File: config.mk
export PLATFORM = sky130hd
export DESIGN_NAME = twx_exec
export DESIGN_NICKNAME = d
export VERILOG_FILES = /design/src/rtl/twx_exec.v /design/src/rtl/twx_hold_regs.v
export VERILOG_INCLUDE_DIRS = /design/src /design/src/shared
export SDC_FILE = /design/constraint.sdc
export NUM_CORES = 1
export LEC_CHECK = 0
export ABC_AREA = 1
export BUFFER_PORTS_ARGS = -buffer_cell sky130_fd_sc_hd__buf_4
export CORE_MARGIN = 5
export CORE_UTILIZATION = 55
export DETAILED_ROUTE_END_ITERATION = 16
export PLACE_DENSITY = 0.82
export SLEW_MARGIN = 30
export SYNTH_ARGS = -nofsm -noshare
export SYNTH_HDL_FRONTEND = slang
export SYNTH_HIERARCHICAL = 1
export SYNTH_SLANG_ARGS = --single-unit
File: constraint.sdc
create_clock -name clk_sys -period 5 [get_ports clk_sys]
set_input_delay 0.25 -clock clk_sys [delete_from_list [all_inputs] [get_ports clk_sys]]
set_output_delay 0.25 -clock clk_sys [all_outputs]
set_load 0.01 [all_outputs]
File: src/shared/twx_consts.vh
// Constants for the table-write, test-skip and exclusive-OR execute block
`ifndef TWX_CONSTS_VH
`define TWX_CONSTS_VH
// Q phases of an instruction cycle
`define TWX_Q1 2'h0
`define TWX_Q2 2'h1
`define TWX_Q3 2'h2
`define TWX_Q4 2'h3
// Opcode patterns
`define TWX_OP_TBL_WR_HI 14'h0003
`define TWX_OP_XOR_LIT   8'h0a
`define TWX_OP_XOR_FILE  6'h06
`define TWX_OP_TEST_SKIP 7'h33
`define TWX_OP_EXT      4'he
`define TWX_OP_PTR_ADD  4'h8
`define TWX_OP_PTR_SUB  4'h9
`define TWX_OP_PUSHL    4'ha
`define TWX_OP_MOVS     4'hb
`define TWX_OP_CALLW    16'h0014
`define TWX_OP_2ND      4'hf
`define TWX_OP_CALL     7'h76
`define TWX_OP_GOTO     8'hef
`define TWX_OP_LFSR     8'hee
`define TWX_OP_MOVFF    4'hc
// Table write pointer modes
`define TWX_TW_NONE 2'h0
`define TWX_TW_POST 2'h1
`define TWX_TW_DEC  2'h2
`define TWX_TW_PRE  2'h3
// Field limits and widths
`define TWX_ILO_MAX  8'h5f
`define TWX_PTR_ONE  21'h000001
`define TWX_PTR_RST  21'h000000
`define TWX_FSR_RST  12'h000
`define TWX_ACC_BANK 4'h0
`define TWX_ACC_HI   8'h60
`define TWX_ACC_SFR  4'hf
`define TWX_FSR_TWO  2'h2
`define TWX_FSR_ULNK 2'h3
// Sequencer states
`define TWX_ST_EXEC 2'h0
`define TWX_ST_TW2  2'h1
`define TWX_ST_SKIP 2'h2
`define TWX_ST_SKP2 2'h3
`endif

File: src/rtl/twx_exec.v
// Execute stage for table write, test-skip, exclusive-OR and extensions
`include "twx_consts.vh"
module twx_exec (
	// Clock, reset, enable
	input  wire        clk_sys,
	input  wire        rst,
	input  wire        ce,
	// Configuration
	input  wire        extended_set_enable,
	// Instruction from fetch, one word per cycle at Q1
	input  wire [15:0] instr,
	input  wire        instr_valid,
	// Data memory read data and core registers
	input  wire [7:0]  file_rdata,
	input  wire [7:0]  table_latch,
	input  wire [3:0]  bank_select_reg,
	// Phase and sequencing outputs
	output reg  [1:0]  q_phase,
	output reg         flush_fetch,
	output reg         busy,
	// Data memory access
	output reg  [11:0] file_addr,
	output reg         file_rd,
	output reg         file_wr,
	output reg  [7:0]  file_wdata,
	// Accumulator and flags
	output reg  [7:0]  acc,
	output reg         flag_n,
	output reg         flag_z,
	// Table pointer and holding register view
	output reg  [20:0] table_pointer,
	output reg  [7:0]  hold_view,
	// File select pointers, return request and extension-seen flag
	output reg  [11:0] pointer_reg_zero,
	output reg  [11:0] pointer_reg_one,
	output reg  [11:0] pointer_reg_two,
	output reg         return_req,
	output reg         ext_op_seen
);
	////////////////////////////////////////////////////////////////////////
	// Decode functions

	// Effective file address: access bank, indexed or banked
	function [11:0] eff_addr;
		input [7:0]  f;
		input        a;
		input        xen;
		input [3:0]  bank;
		input [11:0] ptr_two;
		begin
			if (a)
				eff_addr = {bank, f};
			else if (xen && f <= `TWX_ILO_MAX)
				eff_addr = ptr_two + {4'h0, f};
			else if (f < `TWX_ACC_HI)
				eff_addr = {`TWX_ACC_BANK, f};
			else
				eff_addr = {`TWX_ACC_SFR, f};
		end
	endfunction

	// Two-word instruction detector for the word after a skip
	function is_two_word;
		input [15:0] w;
		input        xen;
		begin
			is_two_word = (w[15:9] == `TWX_OP_CALL) ||
				(w[15:8] == `TWX_OP_GOTO) ||
				(w[15:8] == `TWX_OP_LFSR) ||
				(w[15:12] == `TWX_OP_MOVFF) ||
				(xen && w[15:12] == `TWX_OP_EXT &&
				 w[11:8] == `TWX_OP_MOVS);
		end
	endfunction

	////////////////////////////////////////////////////////////////////////
	// State

	reg  [1:0]  state;
	reg  [1:0]  next_state;
	reg  [15:0] ir;
	reg  [7:0]  tw_data;
	reg         hold_we;
	reg  [2:0]  hold_sel;
	wire [7:0]  hold_rd;

	// Decoded fields, common to both sets
	wire [7:0] fld_f  = ir[7:0];
	wire       fld_a  = ir[8];
	wire       fld_d  = ir[9];
	wire [1:0] fld_ff = ir[7:6];
	wire [5:0] fld_k6 = ir[5:0];

	wire dec_tbl_wr    = ir[15:2] == `TWX_OP_TBL_WR_HI;
	wire dec_xor_lit   = ir[15:8] == `TWX_OP_XOR_LIT;
	wire dec_xor_file  = ir[15:10] == `TWX_OP_XOR_FILE;
	wire dec_test_skip = ir[15:9] == `TWX_OP_TEST_SKIP;
	wire dec_ext       = extended_set_enable &&
		ir[15:12] == `TWX_OP_EXT;
	wire dec_callw     = extended_set_enable && ir == `TWX_OP_CALLW;

	wire [11:0] ea = eff_addr(fld_f, fld_a, extended_set_enable,
		bank_select_reg, pointer_reg_two);
	wire [7:0] xor_res = acc ^ (dec_xor_lit ? fld_f : file_rdata);

	////////////////////////////////////////////////////////////////////////
	// Holding registers

	twx_hold_regs u_hold (
		.clk_sys (clk_sys),
		.rst     (rst),
		.ce      (ce),
		.wr_en   (hold_we),
		.wr_sel  (hold_sel),
		.wr_data (tw_data),
		.rd_sel  (table_pointer[2:0]),
		.rd_data (hold_rd)
	);

	////////////////////////////////////////////////////////////////////////
	// Sequencer next state

	always @* begin
		next_state = state;
		case (state)
		`TWX_ST_EXEC: begin
			if (q_phase == `TWX_Q4 && instr_valid) begin
				if (dec_tbl_wr)
					next_state = `TWX_ST_TW2;
				else if (dec_test_skip && file_rdata == 8'h00)
					next_state = `TWX_ST_SKIP;
			end
		end
		`TWX_ST_TW2:
			if (q_phase == `TWX_Q4)
				next_state = `TWX_ST_EXEC;
		`TWX_ST_SKIP:
			if (q_phase == `TWX_Q4)
				next_state = is_two_word(instr, extended_set_enable) ?
					`TWX_ST_SKP2 : `TWX_ST_EXEC;
		`TWX_ST_SKP2:
			if (q_phase == `TWX_Q4)
				next_state = `TWX_ST_EXEC;
		default:
			next_state = `TWX_ST_EXEC;
		endcase
	end

	////////////////////////////////////////////////////////////////////////
	// Main clocked process

	always @(posedge clk_sys or posedge rst) begin
		if (rst) begin
			state            <= `TWX_ST_EXEC;
			q_phase          <= `TWX_Q1;
			ir               <= 16'h0000;
			tw_data          <= 8'h00;
			hold_we          <= 1'b0;
			hold_sel         <= 3'h0;
			flush_fetch      <= 1'b0;
			busy             <= 1'b0;
			file_addr        <= 12'h000;
			file_rd          <= 1'b0;
			file_wr          <= 1'b0;
			file_wdata       <= 8'h00;
			acc              <= 8'h00;
			flag_n           <= 1'b0;
			flag_z           <= 1'b0;
			table_pointer    <= `TWX_PTR_RST;
			hold_view        <= 8'hff;
			pointer_reg_zero <= `TWX_FSR_RST;
			pointer_reg_one  <= `TWX_FSR_RST;
			pointer_reg_two  <= `TWX_FSR_RST;
			return_req       <= 1'b0;
			ext_op_seen      <= 1'b0;
		end else if (ce) begin
			q_phase     <= q_phase + 2'h1;
			state       <= next_state;
			hold_we     <= 1'b0;
			file_wr     <= 1'b0;
			file_rd     <= 1'b0;
			flush_fetch <= 1'b0;
			return_req  <= 1'b0;
			ext_op_seen <= 1'b0;
			hold_view   <= hold_rd;
			busy        <= next_state != `TWX_ST_EXEC;
			case (q_phase)
			// Q1: latch in execute; table write keeps its mode bits
			`TWX_Q1: begin
				if (state == `TWX_ST_EXEC)
					ir <= instr_valid ? instr : 16'h0000;
				else if (state != `TWX_ST_TW2)
					ir <= 16'h0000;
			end
			// Q2: present file address, read the latch
			`TWX_Q2: begin
				if (state == `TWX_ST_EXEC &&
				    (dec_xor_file || dec_test_skip)) begin
					file_addr <= ea;
					file_rd   <= 1'b1;
				end
				if (state == `TWX_ST_TW2)
					tw_data <= table_latch;
			end
			// Q3: processing is combinational
			`TWX_Q3: begin
			end
			// Q4: write results and move pointers
			default: begin
				if (state == `TWX_ST_EXEC && dec_xor_lit) begin
					acc    <= xor_res;
					flag_n <= xor_res[7];
					flag_z <= xor_res == 8'h00;
				end
				if (state == `TWX_ST_EXEC && dec_xor_file) begin
					flag_n <= xor_res[7];
					flag_z <= xor_res == 8'h00;
					if (fld_d) begin
						file_wdata <= xor_res;
						file_wr    <= 1'b1;
					end else
						acc <= xor_res;
				end
				if (state == `TWX_ST_EXEC && dec_test_skip &&
				    file_rdata == 8'h00)
					flush_fetch <= 1'b1;
				if (state == `TWX_ST_TW2) begin
					hold_we <= 1'b1;
					case (ir[1:0])
					`TWX_TW_POST: begin
						hold_sel <= table_pointer[2:0];
						table_pointer <= table_pointer +
							`TWX_PTR_ONE;
					end
					`TWX_TW_DEC: begin
						hold_sel <= table_pointer[2:0];
						table_pointer <= table_pointer -
							`TWX_PTR_ONE;
					end
					`TWX_TW_PRE: begin
						hold_sel <= table_pointer[2:0] + 3'h1;
						table_pointer <= table_pointer +
							`TWX_PTR_ONE;
					end
					default:
						hold_sel <= table_pointer[2:0];
					endcase
				end
				if (state == `TWX_ST_EXEC && dec_ext) begin
					ext_op_seen <= 1'b1;
					if (ir[11:8] == `TWX_OP_PTR_ADD ||
					    ir[11:8] == `TWX_OP_PTR_SUB) begin
						if (fld_ff == `TWX_FSR_ULNK) begin
							pointer_reg_two <= ir[8] ?
								pointer_reg_two - {6'h00, fld_k6} :
								pointer_reg_two + {6'h00, fld_k6};
							return_req <= 1'b1;
						end else if (fld_ff == `TWX_FSR_TWO)
							pointer_reg_two <= ir[8] ?
								pointer_reg_two - {6'h00, fld_k6} :
								pointer_reg_two + {6'h00, fld_k6};
						else if (fld_ff[0])
							pointer_reg_one <= ir[8] ?
								pointer_reg_one - {6'h00, fld_k6} :
								pointer_reg_one + {6'h00, fld_k6};
						else
							pointer_reg_zero <= ir[8] ?
								pointer_reg_zero - {6'h00, fld_k6} :
								pointer_reg_zero + {6'h00, fld_k6};
					end else if (ir[11:8] == `TWX_OP_PUSHL) begin
						file_addr  <= pointer_reg_two;
						file_wdata <= fld_f;
						file_wr    <= 1'b1;
						pointer_reg_two <= pointer_reg_two - 12'h001;
					end
				end
				if (state == `TWX_ST_EXEC && dec_callw)
					ext_op_seen <= 1'b1;
			end
			endcase
		end
	end
endmodule

File: src/rtl/twx_hold_regs.v
// Eight-byte program memory holding register bank
`include "twx_consts.vh"
module twx_hold_regs (
	// Clock and reset
	input  wire       clk_sys,
	input  wire       rst,
	input  wire       ce,
	// Write port
	input  wire       wr_en,
	input  wire [2:0] wr_sel,
	input  wire [7:0] wr_data,
	// Read port
	input  wire [2:0] rd_sel,
	output reg  [7:0] rd_data
);
	reg [7:0] mem [0:7];
	integer   i;

	// Only the selected entry is touched on a write
	always @(posedge clk_sys or posedge rst) begin
		if (rst) begin
			for (i = 0; i < 8; i = i + 1)
				mem[i] <= 8'hff;
			rd_data <= 8'hff;
		end else if (ce) begin
			if (wr_en)
				mem[wr_sel] <= wr_data;
			rd_data <= mem[rd_sel];
		end
	end
endmodule

==> out/results.tsv <==
metric	value	unit
status	completed	
fin_setup_tns	0	ns
synth_top_family_by_area	simple AND/OR/NAND/NOR gates	
grt_start_max_net_pins	80	
die_x	162.8	um
ios	144	
post-route-period-util	68.43	%
antenna_left	0	
hp-class	in -> reg	
maxSlewViolCount	0	
start_util	55.23	%
grt_pass1_vias	11780	
syn_area_per_cell	7.758	um^2
clk_latency	0.52	ns
h-tree-depth	1	
async_reset_ff_share	100.0	%
cts_buffers	24	
synthAdderAreaFrac	7.012	%
swShare	45.52	%
final_nets	1912	
p_switching	4.164	mW
grt_pass1_wl	59.22	mm
regToRegSetupSlack	1.58	ns
internal_power	4.984	mW
hold_violations	0	
powerDensity	606.2	nW/um^2
syn_to_final_growth	17.47	%
design_area	15090	um^2
post_drt_wl_per_cell	17.03	um
maxCapViolCount	0	
drc	0	
required	5.40	ns
worst_setup_path_start_kind	flip-flop	
seq_area_frac_synth	40.71	%
vias_per_cell	5.626	
grt_overflow_total	0	
yosys.area_share.simple	26.46	%
ir_drop	0.0003515	V
ctsRootBufferMaster	clkbuf_16	
p_leak	7.392	nW
rows	56	
cp_slowest_stage_delay	0.48	ns
layout_commonest_cell	nand2_1	
ys_ff_latch	205	
path_cells	inv_1, buf_4, ha_1, nor2_1, xor2_1, or2_2, ha_1, nand2_1, nor2_1, nor2_1, o21ai_0, a21oi_1, or2_2, nand3_1, o21ai_0	
synth_fp_nets	1766	
fmax	0.2923	GHz
synth_cell_types	55	
port_buffers	143	
period_minus_slack	3.421	ns
placed_area	14110	um^2
cts_tree	yes	
die_area	26520	um^2
final.setup_skew	0.01244	ns
grt_usage	27.28	%
tightest_slew	0.9171	ns
core	23260	um^2
power_frac_comb	52.7	%
synth_compound_area_share	14.53	%
post_synth_mux_area_share	0.9642	%
cp_slowest_cell	dfrtp_1	
drive_gt1_share	19.67	%
critical_path_class	reg -> reg	
drt-pass1-iter-count	7	
pwr-share-clk	19.5	%
wirelength	36.42	mm
cts_buffer_depth	3	
antenna_found_initial	0	
dr_total_vias	12030	
diodes	0	
synth_area	12850	um^2
dp_hpwl	26.56	mm
synth-edff-count	0	
setup-violations-final	0	
synth-main-ff-cell	dfrtp_1	
power_frac_seq	27.7	%
crit_top_cell	nor2_1	
yosysWarnings	6	
maxSlewHeadroom	38.35	%
endpoint_kind	flip-flop	
rsz0062_at_grt	false	
die_h	162.8	um
place_congestion	0.9471	
synthCells	1656	
layout_common_cells	nand2_1, inv_1, buf_4	
yosys.area_share.xor_xnor	2.727	%
cts.sinks	205	
cp.arrival	3.82	ns
crit_fanout	26	
clkTransAtPathRegs	0.07	ns
drt-initial-drc-count	1110	
-- critical path: cells and delay by family (launching register included) --
kind	cells	cell delay, ns
flops	1	0.48
fa+ha+maj	2	0.67
buf+inv	2	0.40
compound gates	3	0.53
xor+xnor	1	0.21
simple gates	7	1.00
-- flip-flops by register name, indices dropped and copies added, names as in the netlist, 12 cells and up --
name              flops
pointer_reg_one      12
pointer_reg_two      12
file_addr            12
table_pointer        21
pointer_reg_zero     12
ir                   16
u_hold/mem           64
-- cell families (layout without fill, tap and decap cells) --
group | after synthesis | in the layout
simple gates | 773 | 773
compound gates | 324 | 324
buf+inv | 234 | 398
flops | 205 | 205
fa+ha+maj | 69 | 69
xor+xnor | 40 | 40
mux | 11 | 11
-- metal layers --
layer	vias up	track usage [%]	part of all wire (%)
li1	5770	-	-
met1	5650	37.85	42
met2	514	43.68	46
met3	100	4.455	8.4
met4	0	9.455	3.7
met5	-	0	0
-- power by group through the flow --
| stage | Combinational, mW | Clock [mW] | Sequential, mW |
|---|---|---|---|
| final | 4.82 | 1.79 | 2.54 |
| after global routing | 5.42 | 1.88 | 2.59 |
| after CTS | 4.77 | 1.81 | 2.53 |
| after detailed placement | 4.73 | 0 | 2.54 |
| after global placement | 4.61 | 0 | 2.53 |
| after floorplan | 3.43 | 0 | 2.51 |
-- repair_timing --
item,CTS,global route
setup endpoints to repair,0,0
gates resized for setup,0,0
hold buffers,16,0
hold endpoints to repair,85,0
setup buffers,0,0
-- cell usage after synthesis, drive strengths merged, types with 19 or more instances --
| cell | count | area share, % |
|---|---|---|
| dfrtp | 125 | 24 |
| nand4 | 19 | 0.93 |
| nand3 | 140 | 5.5 |
| nor2 | 99 | 3.2 |
| o21ai | 180 | 7.5 |
| xor2 | 27 | 1.8 |
| a21oi | 78 | 3.2 |
| ha | 64 | 6.2 |
| inv | 187 | 5.5 |
| clkbuf | 19 | 0.56 |
| dfstp | 80 | 16 |
| nand2 | 465 | 14 |
| buf | 27 | 1.5 |
-- through the flow --
stage	power, mW	hold slack, ns	worst slack (ns)	cells	utilization, %
2_1_floorplan	5.943	0.4001	1.209	1656	-
3_3_place_gp	7.146	0.4310	1.737	2079	60.67
3_5_place_dp	7.277	0.4420	1.662	2079	60.67
4_1_cts	9.114	0.0002916	1.620	2139	64.85
5_1_grt	9.889	0.02376	1.336	2139	64.88
6_report	9.148	0.008145	1.579	2139	64.88
-- final cells by class --
| class | instances | area, um^2 |
|---|---|---|
| Clock buffer | 39 | 759.5 |
| Clock inverter | 5 | 52.55 |
| Fill cell | 2003 | 8170 |
| Inverter | 188 | 710.7 |
| Multi-Input combinational cell | 1217 | 6654 |
| Sequential cell | 205 | 5230 |
| Tap cell | 319 | 399.1 |
| Timing Repair Buffer | 166 | 1286 |
-- worst paths after layout --
| check | end | cells after the start | from |
|---|---|---|---|
| setup / recovery | pointer_reg_two[9]$_DFFE_PP0P_ | 15 | ir[0]$_DFFE_PP0P_ |
| setup reg to reg | pointer_reg_two[9]$_DFFE_PP0P_ | 15 | ir[0]$_DFFE_PP0P_ |
| max in group asynchronous | tw_data[5]$_DFFE_PP0P_ | 4 | rst |
| hold reg to reg | hold_view[1]$_DFFE_PP1P_ | 2 | hold_view[1]$_DFFE_PP1P_ |
| hold / removal | ir[7]$_DFFE_PP0P_ | 3 | instr[7] |
| min in group asynchronous | ir[8]$_DFFE_PP0P_ | 3 | rst |
Note: power is estimated with default switching activity, not from simulation.
